<file path="src/verilog/uplc_pkg.sv">
// Package with constants and pin bundle for the UART pin-level control block
// Functional notes
// - Bus-mode high: read strobe input is an active-low read strobe.
// - Bus-mode high or open: write strobe input is an active-low write strobe.
// - Bus-mode low: direction input high means read, low means write.
// - Power-save request high enters low power at once, isolating the bus.
// - Low power lasts while the request stays high.
// - Release of the power-save request resets every register except rx_to_core, the synchroniser and the wake detect.
// - Master reset is active high in bus-mode high, active low otherwise.
// - Ring indicate rising raises an interrupt when modem status irq enabled.
// - Ring indicate state reads back at modem control bit 6.
// - Modem control bit 1 set drives request-to-send low.
// - Request-to-send is high after any reset.
// - Transmit pin is high in reset, idle or transmitter disabled.
// - Loopback ignores the receive pin and feeds transmit data inside.
// - Loopback disables the transmit pin while data reaches the receiver.
// - Bus-mode high: bit 5 set drives interrupt actively, clear open-source.
// - Bus-mode low: interrupt is active-low open-drain.
// - Chip select high makes the device ignore bus cycles.
package uplc_pkg;

    localparam logic [2:0] UPLC_ADDR_MCR     = 3'h4;
    localparam int         UPLC_MCR_RTS      = 1;
    localparam int         UPLC_MCR_LOOP     = 4;
    localparam int         UPLC_MCR_IRQ_DRV  = 5;
    localparam int         UPLC_MCR_RING     = 6;
    localparam logic [7:0] UPLC_MCR_RESET    = 8'h00;
    localparam logic [7:0] UPLC_MCR_WMASK    = 8'hBF;
    localparam logic [7:0] UPLC_RDATA_NONE   = 8'h00;

    // Sampled pin bundle, one synchroniser for all of it
    typedef struct packed {
        logic       mode_sel;
        logic       cs_n;
        logic       rd_n;
        logic       wr_n;
        logic [2:0] addr;
        logic [7:0] data;
        logic       power_save;
        logic       mreset;
        logic       ring_n;
        logic       rx;
    } uplc_pins_t;

    localparam int UPLC_PINS_W = $bits(uplc_pins_t);

    // Idle pin levels, so reset never looks like an access
    localparam uplc_pins_t UPLC_PINS_IDLE = '{
        mode_sel: 1'b1, cs_n: 1'b1, rd_n: 1'b1, wr_n: 1'b1,
        addr: 3'h0, data: 8'h00, power_save: 1'b0, mreset: 1'b0,
        ring_n: 1'b1, rx: 1'b1};

endpackage : uplc_pkg

</file>
<file path="src/verilog/uplc_sync.sv">
// Three-stage pin synchroniser with second/third stage agreement filter
`timescale 1ns/1ps
`default_nettype none
module uplc_sync #(
    parameter int               W       = 1,
    parameter logic [W-1:0]     RST_VAL = '0
) (
    input  wire logic           clk_sys,
    input  wire logic           rst,
    input  wire logic [W-1:0]   d,
    output var  logic [W-1:0]   q
);

    logic [W-1:0] s1_q;
    logic [W-1:0] s2_q;
    logic [W-1:0] s3_q;

    if (W < 1) begin : g_chk
        $error("uplc_sync: width must be at least 1");
    end

    always_ff @(posedge clk_sys) begin
        if (rst) begin
            s1_q <= RST_VAL;
            s2_q <= RST_VAL;
            s3_q <= RST_VAL;
        end else begin
            s1_q <= d;
            s2_q <= s1_q;
            s3_q <= s2_q;
        end
    end

    // First stage feeds only the second; output moves on agreement
    for (genvar i = 0; i < W; i++) begin : g_bit
        always_ff @(posedge clk_sys) begin
            if (rst) begin
                q[i] <= RST_VAL[i];
            end else if (s2_q[i] == s3_q[i]) begin
                q[i] <= s3_q[i];
            end
        end
    end

endmodule : uplc_sync
`default_nettype wire

</file>
<file path="src/verilog/uplc_top.sv">
// Host strobe decode, power save, modem pins and serial line levels
`timescale 1ns/1ps
`default_nettype none
module uplc_top (
    input  wire logic       clk_sys,
    input  wire logic       rst,
    input  wire logic       bus_mode_sel,
    input  wire logic       chip_select_n,
    input  wire logic       host_read_strobe_n,
    input  wire logic       host_write_strobe_n,
    input  wire logic [2:0] host_addr,
    input  wire logic [7:0] host_data_in,
    output var  logic [7:0] host_data_out,
    output logic            host_data_oe,
    input  wire logic       master_reset_pin,
    input  wire logic       power_save_request,
    output logic            osc_stop,
    output logic            core_reset,
    input  wire logic       ring_indicate_n,
    input  wire logic       modem_status_irq_en,
    output logic            irq_out,
    output logic            irq_oe,
    output var  logic       rts_n,
    input  wire logic       tx_serial_in,
    input  wire logic       tx_enable,
    output var  logic       tx_pin,
    input  wire logic       rx_pin,
    output var  logic       rx_to_core
);

    typedef enum logic [1:0] {ST_IDLE, ST_RD, ST_WR} uplc_state_t;

    uplc_pkg::uplc_pins_t raw;
    uplc_pkg::uplc_pins_t pin;
    uplc_state_t          st_q;
    logic [7:0]           mcr_q;
    logic [7:0]           wdata_q;
    logic [2:0]           waddr_q;
    logic                 lp_prev_q;
    logic                 wake_rst_q;
    logic                 ring_prev_q;
    logic                 ring_flag_q;
    logic                 mr_active;
    logic                 bus_ok;
    logic                 read_req;
    logic                 write_req;
    logic                 ring_rise;
    logic                 mcr_read;
    logic                 loop_en;

    always_comb begin
        raw.mode_sel   = bus_mode_sel;
        raw.cs_n       = chip_select_n;
        raw.rd_n       = host_read_strobe_n;
        raw.wr_n       = host_write_strobe_n;
        raw.addr       = host_addr;
        raw.data       = host_data_in;
        raw.power_save = power_save_request;
        raw.mreset     = master_reset_pin;
        raw.ring_n     = ring_indicate_n;
        raw.rx         = rx_pin;
    end

    uplc_sync #(
        .W       (uplc_pkg::UPLC_PINS_W),
        .RST_VAL (uplc_pkg::UPLC_PINS_IDLE)
    ) u_sync (
        .clk_sys (clk_sys),
        .rst     (rst),
        .d       (raw),
        .q       (pin)
    );

    assign mr_active  = pin.mode_sel ? pin.mreset : !pin.mreset;
    assign core_reset = rst || mr_active || wake_rst_q;
    assign osc_stop   = pin.power_save;
    assign loop_en    = mcr_q[uplc_pkg::UPLC_MCR_LOOP];

    // Low power isolates the bus; chip select gates every cycle
    assign bus_ok    = !pin.cs_n && !pin.power_save;
    // Read has priority if a host drives both strobes at once
    assign read_req  = bus_ok && (pin.mode_sel ? !pin.rd_n
                                               : pin.wr_n);
    assign write_req = bus_ok && !read_req
                       && (pin.mode_sel ? !pin.wr_n
                                        : !pin.wr_n);
    assign mcr_read  = st_q == ST_IDLE && read_req
                       && pin.addr == uplc_pkg::UPLC_ADDR_MCR;

    always_ff @(posedge clk_sys) begin
        if (rst) begin
            lp_prev_q  <= 1'b0;
            wake_rst_q <= 1'b0;
        end else begin
            lp_prev_q  <= pin.power_save;
            wake_rst_q <= lp_prev_q && !pin.power_save;
        end
    end

    // Write data settle during the strobe, so commit at its end
    always_ff @(posedge clk_sys) begin
        if (core_reset) begin
            st_q    <= ST_IDLE;
            wdata_q <= 8'h00;
            waddr_q <= 3'h0;
        end else begin
            case (st_q)
                ST_IDLE: begin
                    if (read_req) begin
                        st_q <= ST_RD;
                    end else if (write_req) begin
                        st_q <= ST_WR;
                    end
                end
                ST_RD: begin
                    if (!read_req) begin
                        st_q <= ST_IDLE;
                    end
                end
                ST_WR: begin
                    wdata_q <= pin.data;
                    waddr_q <= pin.addr;
                    if (!write_req) begin
                        st_q <= ST_IDLE;
                    end
                end
                default: st_q <= ST_IDLE;
            endcase
        end
    end

    always_ff @(posedge clk_sys) begin
        if (core_reset) begin
            mcr_q <= uplc_pkg::UPLC_MCR_RESET;
        end else if (st_q == ST_WR && !write_req
                     && waddr_q == uplc_pkg::UPLC_ADDR_MCR) begin
            mcr_q <= wdata_q & uplc_pkg::UPLC_MCR_WMASK;
        end
    end

    always_ff @(posedge clk_sys) begin
        if (core_reset) begin
            host_data_out <= uplc_pkg::UPLC_RDATA_NONE;
        end else if (mcr_read) begin
            host_data_out <= mcr_q & uplc_pkg::UPLC_MCR_WMASK;
            host_data_out[uplc_pkg::UPLC_MCR_RING] <= !pin.ring_n;
        end else if (st_q == ST_IDLE && read_req) begin
            host_data_out <= uplc_pkg::UPLC_RDATA_NONE;
        end
    end

    assign host_data_oe = st_q == ST_RD && read_req;

    // Ringing is low on the pin; the event is its return high
    assign ring_rise = pin.ring_n && !ring_prev_q;

    always_ff @(posedge clk_sys) begin
        if (core_reset) begin
            ring_prev_q <= 1'b1;
            ring_flag_q <= 1'b0;
        end else begin
            ring_prev_q <= pin.ring_n;
            if (ring_rise && modem_status_irq_en) begin
                ring_flag_q <= 1'b1;
            end else if (mcr_read) begin
                ring_flag_q <= 1'b0;
            end
        end
    end

    always_comb begin
        if (!pin.mode_sel) begin
            irq_out = 1'b0;
            irq_oe  = ring_flag_q;
        end else if (mcr_q[uplc_pkg::UPLC_MCR_IRQ_DRV]) begin
            irq_out = ring_flag_q;
            irq_oe  = 1'b1;
        end else begin
            irq_out = 1'b1;
            irq_oe  = ring_flag_q;
        end
    end

    always_ff @(posedge clk_sys) begin
        if (core_reset) begin
            rts_n <= 1'b1;
        end else begin
            rts_n <= !mcr_q[uplc_pkg::UPLC_MCR_RTS];
        end
    end

    always_ff @(posedge clk_sys) begin
        if (core_reset || loop_en || !tx_enable) begin
            tx_pin <= 1'b1;
        end else begin
            tx_pin <= tx_serial_in;
        end
    end

    always_ff @(posedge clk_sys) begin
        if (rst) begin
            rx_to_core <= 1'b1;
        end else begin
            rx_to_core <= loop_en ? tx_serial_in : pin.rx;
        end
    end
endmodule : uplc_top
`default_nettype wire

</file>
<file path="config.mk">
export PLATFORM = sky130hd
export DESIGN_NAME = uplc_top
export DESIGN_NICKNAME = d
export VERILOG_FILES = /design/src/verilog/uplc_pkg.sv /design/src/verilog/uplc_sync.sv /design/src/verilog/uplc_top.sv
export SDC_FILE = /design/constraint.sdc
export NUM_CORES = 1
export LEC_CHECK = 0
export ABC_AREA = 0
export BUFFER_PORTS_ARGS = -buffer_cell sky130_fd_sc_hd__buf_2
export CAP_MARGIN = 20
export CORE_ASPECT_RATIO = 0.5
export CORE_MARGIN = 1
export CORE_UTILIZATION = 40
export CTS_CLUSTER_SIZE = 16
export DETAILED_ROUTE_END_ITERATION = 16
export GPL_TIMING_DRIVEN = 0
export SYNTH_ARGS = -nofsm -noshare
export SYNTH_HDL_FRONTEND = slang
export SYNTH_SLANG_ARGS = --single-unit
export TNS_END_PERCENT = 50
</file>
<file path="constraint.sdc">
create_clock -name clk_sys -period 2.35 [get_ports clk_sys]
set_input_delay 0.47 -clock clk_sys [delete_from_list [all_inputs] [get_ports clk_sys]]
set_output_delay 0.47 -clock clk_sys [all_outputs]
set_load 0.1 [all_outputs]
</file>
# Word-level counts from Yosys, hierarchy flattened

Index checks and enable logic that the tools add are counted.
W data, S select, Z words.

Bits in registers: 111

Mux-type cells: 16
Equal/unequal tests: 26
Reduce and logical (&&, ||, !) cells: 31

Operators by type and width:

| kind                 | number |
|---|---|
| $eq A1 B1 Y1         | 19 |
| $mux W8              | 2 |
| $logic_and A1 B1 Y1  | 12 |
| $logic_not A1 Y1     | 11 |
| $mux W1              | 9 |
| $mux W2              | 4 |
| $eq A3 B3 Y1 const B | 2 |
| $pmux W2 S3          | 1 |
| $logic_or A1 B1 Y1   | 4 |
| $ne A2 B2 Y1 const B | 2 |
| $reduce_bool A2 Y1   | 2 |
| $ne A3 B3 Y1 const B | 1 |
| $reduce_and A3 Y1    | 1 |
| $eq A2 B1 Y1 const B | 1 |
| $eq A2 B2 Y1 const B | 1 |
| $logic_not A2 Y1     | 1 |

# Depth between registers and ports, before layout

Depth after elaboration: 9
Mapped depth: 5

# Hierarchy

Synthesis repeated with hierarchy kept, for this count alone.

Cells, all modules: 356
Area, all modules: 3621.0 µm²

By module, submodules not included:

| module    | cells an instance | times used | sequential area each (µm²) | area an instance (µm²) |
|---|---|---|---|---|
| uplc_sync | 198               | 1          | 1521.5                     | 2205.9 |
| uplc_top  | 158               | 1          | 680.7                      | 1415.1 |

# Worst setup path after synthesis

No wires, ideal clock.

Path type: register -> output
Start point: reg u_sync.q[18]
End point: out irq_out
Stages on the path, launching flop included: 3
Data arrival time: 2.637 ns
Slack: -0.757 ns
Buffers on the path: 1
Required time: 1.880 ns
Cell sequence: dfxtp_1 > buf_4 > a21boi_0

Cells in the longest elaborated chain, start to end: 1

Ends and longest elaborated chain:

| element                          | RTL line        | text |
|---|---|---|
| start: declaration               | uplc_sync.sv:11 | `output var logic [W-1:0] q` |
| start signal: indexed assignment | uplc_sync.sv:38 | `q[i] <= RST_VAL[i];` |
| start signal: indexed assignment | uplc_sync.sv:40 | `q[i] <= s3_q[i];` |
| $mux W1                          | uplc_top.sv:172 | `if (!pin.mode_sel) begin` |
| end: declaration                 | uplc_top.sv:21  | `output logic irq_out,` |

Every way passes these cells.

# Worst setup path after layout

Start point: reg u_sync.q[18]
End point: out core_reset

Cells in the longest elaborated chain, start to end: 3

Ends and longest elaborated chain:

| element                          | RTL line       | text |
|---|---|---|
| $mux W1                          | uplc_top.sv:74 | `assign mr_active = pin.mode_sel ? pin.mreset : !pin.mreset;` |
| $logic_or A1 B1 Y1 (2 in series) | uplc_top.sv:75 | `assign core_reset = rst \|\| mr_active \|\| wake_rst_q;` |
| end: declaration                 | uplc_top.sv:18 | `output logic core_reset,` |

Every way passes these cells.

==> flow_summary.toml <==
[logic_synthesis]
syn-num-nets = 371
avgSynthCellArea_um2 = 10.07
ys_seq_area_frac = 0.6074
synth_top_area_frac = 0.6074
ys_types = 34
synth_cells = 347
ys_seq_elements = 106
syn_area_mm2 = 0.003493
async_flop_share = 0
yosys-top-cells-area = "dfxtp_1 (61%), nor2b_1 (7.5%), a21oi_1 (5.2%)"
ys_top_cells_by_count = "dfxtp_1 (106), nor2b_1 (42), a21oi_1 (36)"
yosysMostFrequentCell = "dfxtp_1"
ys.flop_type = "dfxtp_1"
yosys.area.top_type = "dfxtp_1"
synth-edff-count = 0
ys_warn_count = 0

[setup_path]
cp_num_buf_inv = 3
worstPathArrival_ns = 1.76
slowest_stage = "buf_4"
crit_chain = "buf_4 > xor2_4 > nand2_1 > buf_2 > buf_4"
cp-end-kind = "output pin"
path_delay_family = "buffers and inverters"
reg2reg_slack_ns = 0.71
crit_top_cell = "buf_4"
startpoint_type = "flip-flop"
cp_max_fo = 10
critical_path_class = "flip-flop to output pin"
cp.required_ns = 1.88
critPathMaxStageDelay_ns = 0.32

[timing]
fin_crit_ns = 2.235
worst_slew_pin_slew_ns = 0.7757
skew_ns = 0.002888
final.setup.worst_slack_ns = 0.1152
slew_violations = 0
slew-limit-headroom = 0.4785
max_freq_mhz = 447.5
finalCritPeriodShare = 0.9510
final_hold_viol_count = 0
rsz0062_at_grt = "yes"
setup_viol = 0

[floorplanning]
die_h_um = 68.08
dieArea_mm2 = 0.009134
floorplan.core_area_mm2 = 0.008230
num_rows = 23
io_pins = 40
die_x_um = 134.2
start_util = 0.4244

[detailed_routing]
drt_wl_total_mm = 6.497
first_iter_violations = 153
ant_nets = 0
wl_per_cell_um = 12.66
drtPass1Iterations = 4
num_vias = 2422
drcViolationCount = 0
viasPerCell = 4.721

[run]
cap_violations = 0

[power]
vdd_drop_max_uv = 380.1
p_leak_uw = 0.001536
pwr_density_cell_mw_per_mm2 = 796.9

[placed_design]
dp_hpwl_mm = 4.596
port_buffers = 38
dp_cells = 497
dp_slack_ns = 0.03901
routabilityCongestion = 0.7669

[cells_and_area]
seq_area_mm2 = 0.002122
final_util = 0.5024
nFillCells = 771
stdcell_count = 513
drive_gt1_frac = 0.2095
num-nets-final = 420
syn2layout_area_growth_pct = 18.37
multi_input_area_mm2 = 0.001291
antenna_cells = 0

[clock_tree]
cts.hold.buffers_added = 0
cts_buffer_depth = 2
numCtsBuffers = 9
h-tree-depth = 3
path_clk_slew_ns = 0.06
tritoncts = "done"
cts-root-buf = "clkbuf_16"
numClockSinks = 106
cts_setup_buffers = 0
worstSkewPairLatency_ns = 0.34

[worst_hold_path]
hold_class = "primary input to flip-flop"

[outcome]
status = "finished clean"

[global_route]
antenna_found_initial = 0
grt_max_degree = 16
grt_pass1_vias = 2211
gr-total-overflow = 0
grt_pass1_wl_mm = 10.74
grtUsageTotal = 0.1594
==> cells by family (layout without fill, tap and decap cells) <==
group                     Yosys count  after routing  synth area share
muxes                               7              7           0.02006
DFF                               106            106            0.6075
and+or+nand+nor                   135            135            0.2085
buffers and inverters              23             77           0.02937
AOI/OAI and AO/OA                  75             75            0.1300
xor gates and xnor gates            1              1          0.004657
==> flip-flops by register name (all words and copies together), names as in the netlist, 2 cells and up <==
register	cells
waddr_q	3
mcr_q	7
u_sync.q	18
host_data_out	8
wdata_q	7
st_q	2
u_sync.s2_q	18
u_sync.s1_q	18
u_sync.s3_q	18
==> per-layer routing <==
metal	part of all wire	vias up	GRT usage
met5	0	-	0
met2	0.40	47	0.2338
met1	0.54	1097	0.2073
met3	0.049	6	0.06889
met4	0.011	0	0.06320
li1	-	1272	-
==> final timing paths <==
kind	start	to	cells past startpoint
worst max-delay path	u_sync.q[18]	core_reset	5
worst min-delay path	tx_enable	tx_pin	2
worst max register to register	u_sync.q[3]	host_data_out[4]	3
worst min register to register	u_sync.s1_q[17]	u_sync.s2_q[17]	1
==> power by group <==
| part | switching (uW) | internal (uW) |
|---|---|---|
| logic | 61.7 | 43.7 |
| registers | 14.3 | 1840 |
| clock network | 594 | 747 |
| total | 670 | 2630 |
==> through the flow <==
| step | TNS [ns] | hold slack [ns] | total power [uW] | cell area [um2] |
|---|---|---|---|---|
| 3_3_place_gp | 0 | 0.3916 | 1992 | 3830 |
| 5_1_grt | -0.05793 | 0.2871 | 3449 | 4135 |
| 2_1_floorplan | -0.01012 | 0.3886 | 1955 | 3500 |
| 4_1_cts | 0 | 0.2894 | 3351 | 4104 |
| 6_report | 0 | 0.3058 | 3295 | 4135 |
| 3_5_place_dp | 0 | 0.3923 | 1996 | 3830 |
==> cell usage in the layout, fill, tap and decap left out, drive strengths merged, types with 7 or more instances in the layout <==
master | Yosys | routed
dfxtp | 106 | 106
buf | 8 | 46
nor2b | 42 | 42
a21oi | 36 | 36
nand2 | 35 | 35
clkbuf | 12 | 26
or2 | 18 | 18
nand3 | 15 | 15
o21ai | 13 | 13
nor2 | 12 | 12
o31ai | 8 | 8
o2111ai | 8 | 8
mux2i | 7 | 7
==> repair_timing <==
| item | 4_1_cts | 5_1_grt |
|---|---|---|
| hold endpoints to repair | 0 | 0 |
| resized for setup | 4 | 8 |
| setup endpoints to repair | 2 | 2 |
| pin swaps | 0 | 0 |
==> final cells by class <==
class,instances,area share
Timing Repair Buffer,38,0.05023
Multi-Input combinational cell,218,0.3123
Sequential cell,106,0.5132
Inverter,3,0.002723
Clock buffer,14,0.06142
Tap cell,112,0.03389
Clock inverter,2,0.003026
Buffer,20,0.02330
No activity file was read; power rests on OpenSTA's default activity.
